`src/design/mstw_pkg.sv`:
```
// Purpose: Shared constants and types for the axis main status word block
// Assumes: 250 MHz system clock
// Notes:   Offsets are indices on the plain register port
package mstw_pkg;

	// Register port geometry
	localparam int ADDR_W = 4;
	localparam int DATA_W = 16;

	// Register offsets
	localparam logic [3:0] OFF_MAIN_STATUS  = 4'h0;
	localparam logic [3:0] OFF_CONFIG       = 4'h1;
	localparam logic [3:0] OFF_COMMAND      = 4'h2;
	localparam logic [3:0] OFF_MODE         = 4'h3;
	localparam logic [3:0] OFF_MOVE_AMOUNT  = 4'h4;
	localparam logic [3:0] OFF_ERROR_CAUSE  = 4'h5;
	localparam logic [3:0] OFF_EVENT_CAUSE  = 4'h6;

	// Main status bit positions
	localparam int BIT_START   = 0;
	localparam int BIT_RUN     = 1;
	localparam int BIT_STOPIRQ = 2;
	localparam int BIT_STOPPED = 3;
	localparam int BIT_ERRIRQ  = 4;
	localparam int BIT_EVTIRQ  = 5;
	localparam int BIT_SEQ_LO  = 6;
	localparam int BIT_CMP_LO  = 8;
	localparam int BIT_OVR     = 13;
	localparam int BIT_OPPRE   = 14;
	localparam int BIT_CMPPRE  = 15;

	// Config register fields
	localparam int CFG_STOP_IRQ_EN = 0;
	localparam int CFG_CLEAR_MODE  = 1;

	// Mode register fields
	localparam int MODE_SEQ_LO = 8;

	// Command codes
	localparam logic [7:0] CMD_START_FL   = 8'h50;
	localparam logic [7:0] CMD_START_UD   = 8'h53;
	localparam logic [7:0] CMD_STOP       = 8'h49;
	localparam logic [7:0] CMD_SLOW_STOP  = 8'h4a;
	localparam logic [7:0] CMD_STOP_FLAG_RESET = 8'h2d;
	localparam logic [7:0] CMD_OVR_FLAG_RESET  = 8'h2e;

	// Operation modes
	localparam logic [6:0] MODE_CMD_CONT    = 7'h00;
	localparam logic [6:0] MODE_PULSER_CONT = 7'h01;
	localparam logic [6:0] MODE_SWITCH_CONT = 7'h02;

	// Reset values
	localparam logic [15:0] RST_CONFIG = 16'h0001;
	localparam logic [15:0] RST_MODE   = 16'h0000;

	// Timing
	localparam int CLK_PERIOD_PS    = 4000;
	localparam int BUSY_ON_DELAY_NS = 8;
	localparam int START_DELAY_NS   = 12;
	localparam int BUSY_ON_CYC  = (BUSY_ON_DELAY_NS * 1000) / CLK_PERIOD_PS;
	localparam int START_CYC    = (START_DELAY_NS * 1000) / CLK_PERIOD_PS;
	localparam int READ_CLR_CYC = 3;

	// Register port request
	typedef struct packed {
		logic [ADDR_W-1:0] addr;
		logic [DATA_W-1:0] wdata;
		logic              wr;
		logic              rd;
	} mstw_req_t;

	// Live inputs from the motion core
	typedef struct packed {
		logic [4:0] cmp_hit;
		logic       op_prereg_full;
		logic       cmp_prereg_full;
		logic       motion_done;
	} mstw_live_t;

endpackage

```
`src/design/mstw_main_status.sv`:
```
// Purpose: Per-axis main status word with start/run sequencing and flags
// Assumes: Host port strobes are synchronous one-cycle pulses
// Notes:   Pulse generator itself lives elsewhere; motion_done ends a run
//
// How it works
// - Start bit sets on start command write
// - Run bit mirrors busy, busy low running
// - Stop irq flag gated by its enable
// - Stop flag clears read+3 or reset command
// - Stopped bit sets on run fall
// - Error flag follows error cause register
// - Event flag follows event cause register
// - Bits 7:6 show mode sequence number
// - Bits 8..12 show comparator hits
// - Override flag updated on move write
// - Override flag clears read+3 or command
// - Bit 14 shows operation pre-register full
// - Bit 15 shows compare pre-register full
// - Stop flag one cycle after run falls
// - Command mode run within busy-on delay
// - Pulser mode run within busy-on delay
// - Switch mode run within busy-on delay
// - Switch mode pulse within start delay
// - Status snapshot refreshed only while not reading
`timescale 1ns/10ps
module mstw_main_status (
	// Clock and reset
	input  wire logic                   clock_in,
	input  wire logic                   nrst_in,
	// Register port
	input  wire mstw_pkg::mstw_req_t    req_in,
	output logic [mstw_pkg::DATA_W-1:0] rdata_out,
	// Motion core status
	input  wire mstw_pkg::mstw_live_t   live_in,
	input  wire logic                   pulser_phase_a_in,
	input  wire logic                   direction_switch_in,
	// Pins
	output logic                        busy_out,
	output logic                        int_n_out,
	output logic                        pulse_out
);
	import mstw_pkg::*;

	// Operating notes
	// Status word is a 16-bit view of one axis
	// Host reads it through a frozen snapshot
	// Snapshot refreshes only while read strobe low
	// Back-to-back reads therefore return one stale word
	// Hence hosts leave an idle cycle between polls
	//
	// Start sequencing
	// Start command sets the start-written flag
	// Codes in the start window are all accepted
	// Stop and slow-stop both end the run at once
	// Slow stop has no ramp here; pulse core owns that
	// Launch counter waits out the busy-on delay
	// Counter restarts whenever the trigger drops
	// Trigger source depends on the operation mode
	// Command mode: start flag alone launches
	// Pulser mode: start flag plus phase-A level
	// Switch mode: start flag plus direction switch
	// Unknown modes fall back to command behaviour
	//
	// Run end
	// Motion core raises motion_done to end a run
	// A one-cycle pulse is enough; level also works
	// Fall of the run flag is seen one cycle later
	// That fall sets the stopped flag
	// It also sets the stop flag when enabled
	// Start-written flag drops on the same fall
	// A start in the fall cycle keeps the flag set
	//
	// Stop interrupt flag
	// Enable cleared forces the flag low at once
	// Clear mode 0: read arms a three-cycle clear
	// Clear mode 1: only the reset command clears
	// A new stop in the clear cycle wins
	// Read that sees the flag low arms nothing
	//
	// Override-late flag
	// Move write while stopped marks a late override
	// Move write while running clears the mark
	// Same clear modes as the stop flag
	// Move write in the clear cycle wins
	//
	// Cause registers
	// Error causes clear by writing ones
	// Nothing in this block sets a cause bit
	// Setting logic belongs to the fault detectors
	// Event causes have no source here and read zero
	// Either register nonzero pulls the interrupt pin
	//
	// Live bits
	// Comparator hits pass straight through
	// Pre-register full bits pass straight through
	// These follow their sources even in reset
	// Sequence field copies mode bits 9:8
	// Sequence value never affects motion
	//
	// Pins
	// Busy pin is registered, one cycle behind run
	// Interrupt pin is registered and active low
	// First switch-mode pulse comes from a counter
	// Later pulses belong to the pulse generator
	//
	// Read port
	// Read data stands for one cycle only
	// All other cycles drive zero on read data
	// Unmapped offsets read zero
	// Writes to unmapped offsets are ignored
	// Writes to the status offset are ignored
	//
	// Limitations
	// No bus wait states; every strobe is taken
	// Strobes are assumed one cycle wide
	// Wider read strobes stall the snapshot longer
	// Pin inputs are assumed already synchronous
	// No filter on phase-A or direction inputs
	// Trade-off: snapshot costs one cycle of age
	// In return a read never sees a torn word
	//
	// Reset
	// All flags and counters clear on reset
	// Config returns with the stop flag enabled
	// Busy pin idles high, interrupt pin idles high
	// Snapshot and read data clear to zero
	//
	// Timing summary
	// Start write to start flag: one cycle
	// Start flag to run: busy-on delay in cycles
	// Run to busy pin: one more cycle
	// Run fall to stop flag: one cycle
	// Stop flag to interrupt pin: one cycle
	// Read to flag clear: three cycles

	logic [15:0] config_reg;
	logic [15:0] mode_reg;
	logic [15:0] error_cause_reg;
	logic [15:0] event_cause_reg;
	logic        start_written_flag;
	logic        running_flag;
	logic        stopped_flag;
	logic        stop_irq_flag;
	logic        override_late_flag;
	logic [2:0]  launch_cnt;
	logic [2:0]  pulse_cnt;
	logic        pulse_pend;
	logic [3:0]  stop_rd_sh;
	logic [3:0]  ovr_rd_sh;
	logic [15:0] main_status_word;
	logic [15:0] snap;
	logic        rd_d;

	// Decode a write to a given offset
	function automatic logic wr_at(input mstw_req_t r, input logic [3:0] off);
		return r.wr && (r.addr == off);
	endfunction

	logic cmd_wr;
	logic start_cmd;
	logic stop_cmd;
	logic stat_rd;
	logic run_fall;
	logic launch_trig;
	logic [6:0] op_mode;
	assign cmd_wr    = wr_at(req_in, OFF_COMMAND);
	assign start_cmd = cmd_wr && req_in.wdata[7:0] >= CMD_START_FL
		&& req_in.wdata[7:0] <= CMD_START_UD;
	assign stop_cmd  = cmd_wr && (req_in.wdata[7:0] == CMD_STOP
		|| req_in.wdata[7:0] == CMD_SLOW_STOP);
	assign stat_rd   = req_in.rd && (req_in.addr == OFF_MAIN_STATUS);
	assign op_mode   = mode_reg[6:0];

	// Launch condition per operation mode
	always_comb begin
		case (op_mode)
			MODE_PULSER_CONT: launch_trig = start_written_flag && pulser_phase_a_in;
			MODE_SWITCH_CONT: launch_trig = start_written_flag && direction_switch_in;
			default:          launch_trig = start_written_flag;
		endcase
	end

	// Software-written registers
	always_ff @(posedge clock_in or negedge nrst_in) begin
		if (!nrst_in) begin
			config_reg      <= RST_CONFIG;
			mode_reg        <= RST_MODE;
			error_cause_reg <= 16'h0000;
			event_cause_reg <= 16'h0000;
		end else begin
			if (wr_at(req_in, OFF_CONFIG))
				config_reg <= req_in.wdata;
			if (wr_at(req_in, OFF_MODE))
				mode_reg <= req_in.wdata;
			// Error causes clear by writing ones; any event cause write clears all
			if (wr_at(req_in, OFF_ERROR_CAUSE))
				error_cause_reg <= error_cause_reg & ~req_in.wdata;
			if (wr_at(req_in, OFF_EVENT_CAUSE))
				event_cause_reg <= 16'h0000;
		end
	end

	// Start-written flag: set by start, dropped when run ends
	always_ff @(posedge clock_in or negedge nrst_in) begin
		if (!nrst_in)
			start_written_flag <= 1'b0;
		else if (start_cmd)
			start_written_flag <= 1'b1;
		else if (run_fall || stop_cmd)
			start_written_flag <= 1'b0;
	end

	// Busy-on launch counter; counts up while the trigger holds
	always_ff @(posedge clock_in or negedge nrst_in) begin
		if (!nrst_in) begin
			running_flag <= 1'b0;
			launch_cnt   <= 3'h0;
		end else if (running_flag) begin
			if (live_in.motion_done || stop_cmd)
				running_flag <= 1'b0;
		end else if (launch_trig && !stop_cmd) begin
			if (launch_cnt == 3'(BUSY_ON_CYC - 1)) begin
				running_flag <= 1'b1;
				launch_cnt   <= 3'h0;
			end else
				launch_cnt <= launch_cnt + 3'h1;
		end else
			launch_cnt <= 3'h0;
	end

	// Previous run level for fall detection
	logic run_d;
	always_ff @(posedge clock_in or negedge nrst_in) begin
		if (!nrst_in)
			run_d <= 1'b0;
		else
			run_d <= running_flag;
	end
	assign run_fall = run_d && !running_flag;

	// First output pulse in switch mode within start delay
	always_ff @(posedge clock_in or negedge nrst_in) begin
		if (!nrst_in) begin
			pulse_cnt  <= 3'h0;
			pulse_pend <= 1'b0;
			pulse_out  <= 1'b0;
		end else begin
			pulse_out <= 1'b0;
			if (!pulse_pend && !running_flag && op_mode == MODE_SWITCH_CONT
				&& start_written_flag && direction_switch_in) begin
				pulse_pend <= 1'b1;
				pulse_cnt  <= 3'h0;
			end else if (pulse_pend) begin
				if (pulse_cnt == 3'(START_CYC - 1)) begin
					pulse_out  <= 1'b1;
					pulse_pend <= 1'b0;
				end else
					pulse_cnt <= pulse_cnt + 3'h1;
			end
		end
	end

	// Stopped flag: set on run fall, cleared by start
	always_ff @(posedge clock_in or negedge nrst_in) begin
		if (!nrst_in)
			stopped_flag <= 1'b0;
		else if (run_fall)
			stopped_flag <= 1'b1;
		else if (start_cmd)
			stopped_flag <= 1'b0;
	end

	// Read-clear delay lines; a read arms a three-cycle clear
	always_ff @(posedge clock_in or negedge nrst_in) begin
		if (!nrst_in) begin
			stop_rd_sh <= 4'h0;
			ovr_rd_sh  <= 4'h0;
		end else begin
			stop_rd_sh <= {stop_rd_sh[2:0], stat_rd && stop_irq_flag};
			ovr_rd_sh  <= {ovr_rd_sh[2:0], stat_rd && override_late_flag};
		end
	end

	// Stop interrupt flag; set wins over read and command clears
	always_ff @(posedge clock_in or negedge nrst_in) begin
		if (!nrst_in)
			stop_irq_flag <= 1'b0;
		else if (!config_reg[CFG_STOP_IRQ_EN])
			stop_irq_flag <= 1'b0;
		else if (run_fall)
			stop_irq_flag <= 1'b1;
		else if (!config_reg[CFG_CLEAR_MODE] && stop_rd_sh[READ_CLR_CYC-1])
			stop_irq_flag <= 1'b0;
		else if (config_reg[CFG_CLEAR_MODE] && cmd_wr
			&& req_in.wdata[7:0] == CMD_STOP_FLAG_RESET)
			stop_irq_flag <= 1'b0;
	end

	// Override-late flag, updated on move amount write
	always_ff @(posedge clock_in or negedge nrst_in) begin
		if (!nrst_in)
			override_late_flag <= 1'b0;
		else if (wr_at(req_in, OFF_MOVE_AMOUNT))
			override_late_flag <= !running_flag;
		else if (!config_reg[CFG_CLEAR_MODE] && ovr_rd_sh[READ_CLR_CYC-1])
			override_late_flag <= 1'b0;
		else if (config_reg[CFG_CLEAR_MODE] && cmd_wr
			&& req_in.wdata[7:0] == CMD_OVR_FLAG_RESET)
			override_late_flag <= 1'b0;
	end

	// Comparator mirrors, one live bit per comparator
	logic [4:0] cmp_mirror;
	genvar gi;
	generate
		for (gi = 0; gi < 5; gi++) begin : g_cmp
			assign cmp_mirror[gi] = live_in.cmp_hit[gi];
		end
	endgenerate

	// Assemble the live status word
	always_comb begin
		main_status_word                  = 16'h0000;
		main_status_word[BIT_START]       = start_written_flag;
		main_status_word[BIT_RUN]         = running_flag;
		main_status_word[BIT_STOPIRQ]     = stop_irq_flag;
		main_status_word[BIT_STOPPED]     = stopped_flag;
		main_status_word[BIT_ERRIRQ]      = |error_cause_reg;
		main_status_word[BIT_EVTIRQ]      = |event_cause_reg;
		main_status_word[BIT_SEQ_LO+:2]   = mode_reg[MODE_SEQ_LO+:2];
		main_status_word[BIT_CMP_LO+:5]   = cmp_mirror;
		main_status_word[BIT_OVR]         = override_late_flag;
		main_status_word[BIT_OPPRE]       = live_in.op_prereg_full;
		main_status_word[BIT_CMPPRE]      = live_in.cmp_prereg_full;
	end

	// Snapshot frozen during a read so the host sees a stable word
	always_ff @(posedge clock_in or negedge nrst_in) begin
		if (!nrst_in) begin
			snap <= 16'h0000;
			rd_d <= 1'b0;
		end else begin
			rd_d <= req_in.rd;
			if (!req_in.rd)
				snap <= main_status_word;
		end
	end

	// Read data, one cycle after the strobe; unmapped reads zero
	always_ff @(posedge clock_in or negedge nrst_in) begin
		if (!nrst_in)
			rdata_out <= 16'h0000;
		else if (req_in.rd) begin
			case (req_in.addr)
				OFF_MAIN_STATUS: rdata_out <= snap;
				OFF_CONFIG:      rdata_out <= config_reg;
				OFF_MODE:        rdata_out <= mode_reg;
				OFF_ERROR_CAUSE: rdata_out <= error_cause_reg;
				OFF_EVENT_CAUSE: rdata_out <= event_cause_reg;
				default:         rdata_out <= 16'h0000;
			endcase
		end else
			rdata_out <= 16'h0000;
	end

	// Pins: busy low while running; interrupt low on stop flag or any cause bit
	always_ff @(posedge clock_in or negedge nrst_in) begin
		if (!nrst_in) begin
			busy_out  <= 1'b1;
			int_n_out <= 1'b1;
		end else begin
			busy_out  <= !running_flag;
			int_n_out <= !(stop_irq_flag || (|error_cause_reg)
				|| (|event_cause_reg));
		end
	end

endmodule

```
`config.mk`:
```
export PLATFORM = sky130hd
export DESIGN_NAME = mstw_main_status
export DESIGN_NICKNAME = d
export VERILOG_FILES = /design/src/design/mstw_pkg.sv /design/src/design/mstw_main_status.sv
export SDC_FILE = /design/constraint.sdc
export NUM_CORES = 1
export LEC_CHECK = 0
export BUFFER_PORTS_ARGS = -buffer_cell sky130_fd_sc_hd__buf_2
export CAP_MARGIN = 20
export CORE_ASPECT_RATIO = 1.1
export CORE_MARGIN = 4
export CORE_UTILIZATION = 39
export CTS_CLUSTER_DIAMETER = 150
export DETAILED_ROUTE_END_ITERATION = 8
export PLACE_DENSITY_LB_ADDON = 0.05
export SLEW_MARGIN = 30
export SYNTH_ARGS = -nofsm -noshare
export SYNTH_HDL_FRONTEND = slang
export SYNTH_SLANG_ARGS = --single-unit
export TNS_END_PERCENT = 5
```
`constraint.sdc`:
```
create_clock -name clock_in -period 2.2 [get_ports clock_in]
set_input_delay 0.11 -clock clock_in [delete_from_list [all_inputs] [get_ports clock_in]]
set_output_delay 0.11 -clock clock_in [all_outputs]
set_load 0.03 [all_outputs]
```
==> metrics.md <==
| Metric | Value |
|---|---|
| Maximum operating frequency | `626 MHz` |
| Unique masters post-synth | `48` |
| Total global-route track usage | `16.9%` |
| Remaining DRCs | `0` |
| Leakage | `0.00233 uW` |
| CTS max path bufs | `2` |
| Initial DRC count | `198` |
| Area Overhead vs Synth | `22.2%` |
| DRT Wirelength | `9.61 mm` |
| Asr flop ratio synth | `100%` |
| Gpl congestion | `0.729` |
| Final setup viols | `0` |
| DIE AREA | `0.0123 mm^2` |
| Number of top-level pins | `53` |
| DR WL/cell | `18.1 um` |
| Seq/Total Area, Yosys | `61.1%` |
| Synth Net Count | `347` |
| Min Tclk post-route | `1.60 ns` |
| Commonest cells in the netlist | `dfrtp_1 (98), mux2_2 (35), nand2_1 (28)` |
| Startpoint types | `flip-flop` |
| Slew Viols, Final | `0` |
| Clk pin slew, worst setup/hold paths | `0.07 ns` |
| Final setup TNS | `0 ns` |
| Total CTS buffers | `9` |
| Worst path max stage delay | `0.51 ns` |
| HP Start | `live_in[6]` |
| Number of synthesized flops with an enable pin | `0` |
| CP Capture Type | `flip-flop` |
| Crit path launch | `mode_reg[3]$_DFFE_PN0P_` |
| Required time worst endpoint | `2.46 ns` |
| Top_reg_cell synth | `dfrtp_1` |
| Antenna Cells | `0` |
| CP Cell Sequence | `nor3_1, nand2_1, nor4_1, nand2b_1` |
| Top post-synthesis cells by area | `dfrtp_1 (59%), mux2_2 (9.5%), a222oi_1 (3.9%)` |
| Critical path class | `flip-flop to flip-flop` |
| Worst path slowest cell | `nor4_1` |
| Largest net degree at the start of global routing | `48` |
| Top-count cell post-synth | `dfrtp_1` |
| Post-Synthesis Cells | `311` |
| Final net count | `418` |
| Root Driver | `clkbuf_16` |
| Iteration count of the initial detailed-routing pass | `5` |
| Yosys reg bits | `101` |
| Hpwl dp | `6.44 mm` |
| Slew @ Worst Pin | `0.574 ns` |
| DIE HEIGHT | `116 um` |
| Synthesis Warnings | `0` |
| Post-CTS Hold Buffers | `15` |
| Initial antenna violation count | `0` |
| Post-CTS Setup Inserts | `0` |
| Power Density | `902 mW/mm^2` |
| Max cap viols | `0` |
| Filler cells | `952` |
| Post-Synthesis Cell Area | `0.00414 mm^2` |
| Worst-Skew Late Latency | `0.33 ns` |
| Dpl cells | `499` |
| Syn_area_per_cell | `13.3 um^2` |
| Core Util, Final | `48.7%` |
| Buffers added on ports | `52` |
| Top Family by Delay on Critical Path | `simple AND/OR/NAND/NOR gates` |
| Fin. Hold Viols | `0` |
| HP Class | `primary input to flip-flop` |
| Status | `finished clean` |
| Critical path fanouts, max | `4` |
| GRT Residual Overflow | `0` |
| Largest area contributor in the netlist | `dfrtp_1` |
| Max VDD drop | `0.390 mV` |
| Critical Path AT | `1.86 ns` |
| CTS tree | `built` |
| Row cnt | `39` |
| First-pass GRT wire length | `15.9 mm` |
| Worst reg2reg startpoint | `mode_reg[3]$_DFFE_PN0P_` |
| Core area | `0.0104 mm^2` |
| Vias | `2795` |
| Post-route ant nets | `0` |
| Clk sinks | `101` |
| Finished Layout Cells | `530` |
| Starting density of the core | `39.8%` |
| Final period util | `72.6%` |
| Total Power | `4560 uW` |
| Worst Clk Skew | `0.0122 ns` |
| Slew HR | `61.4%` |
| Layout cell share with drive strength beyond 1 | `34.4%` |
| Post_cts resized | `0` |
| RSZ-0062 raised after global routing | `no` |
| Crit path buf inv count | `0` |
| Die Span X | `106 um` |
| H-tree Lvls | `3` |
| Vias in the first global route | `2885` |
| Via density | `5.27` |
| Synth top area share | `59.2%` |
path summary, 6_finish.rpt:
path | to | slack [ns] | cells after the start
max in group asynchronous | int_n_out$_DFF_PN1_ | 1.21 | 3
max reg2reg | pulse_pend$_DFF_PN0_ | 0.60 | 4
min | snap[11]$_DFFE_PN0N_ | 0.02 | 2
max | pulse_pend$_DFF_PN0_ | 0.60 | 4
min in group asynchronous | pulse_out$_DFF_PN0_ | 0.25 | 2
min reg2reg | ovr_rd_sh[2]$_DFF_PN0_ | 0.35 | 0
power breakdown:
group	switching [uW]	internal (uW)
clock network	704	1010
logic	249	300
registers	178	2120
cell type report:
type / instances / area, um^2 / area share, %
clock inverters: 7 / 104 / 2.05
clock buffers: 9 / 225 / 4.45
flip-flops and latches: 101 / 2530 / 50.0
well taps: 143 / 179 / 3.54
repair buffers: 74 / 478 / 9.45
multi-input cells: 191 / 1520 / 30.1
inverters: 5 / 18.8 / 0.371
cell usage in the layout, fill, tap and decap left out, types with 2 or more instances in the layout:
cell type and n:
mux2_2 35, o211ai_1 3, dfrtp_1 98, nand4_1 3, nand2b_1 3, nor3_1 2, buf_2 51, nor3b_1 4
dfstp_2 3, o221ai_1 2, o21ai_0 5, bufinv_16 2, ha_1 2, nor4_1 5, clkinvlp_4 2, a21oi_1 18
nand2_1 28, or2_2 2, buf_4 7, mux2_4 10, inv_6 2, mux2i_1 2, inv_1 5, a21boi_0 17
and3_1 2, a222oi_1 16, dlygate4sd3_1 15, nor2b_1 3, clkbuf_16 9, nor2_1 9
logic make-up after synthesis:
logic type	count (synthesis)	synth area share [%]
XOR/XNOR	1	0.212
AND/OR/NAND/NOR	75	10.5
AO/OA/AOI/OAI	65	11.6
adder cells (fa/ha/maj)	2	0.604
buffers and inverters	19	2.12
multiplexers	48	13.9
flip-flops	101	61.1
through the flow:
stage	area (um^2)	setup WS, ns	hold slack, ns
finish	5060	0.602	0.0167
global route	5060	0.373	0.0145
CTS	5060	0.567	0.000795
detailed placement	4580	0.595	0.0659
global placement	4580	0.597	0.0716
floorplan	4140	0.874	-0.186
per-layer routing:
layer	global-route usage, %	vias up	routed length, um
li1	-	1298	-
met1	22.2	1434	4230
met2	28.5	55	4880
met3	2.79	8	359
met4	6.04	0	137
met5	0	-	0
(Power assumes the default switching activity.)
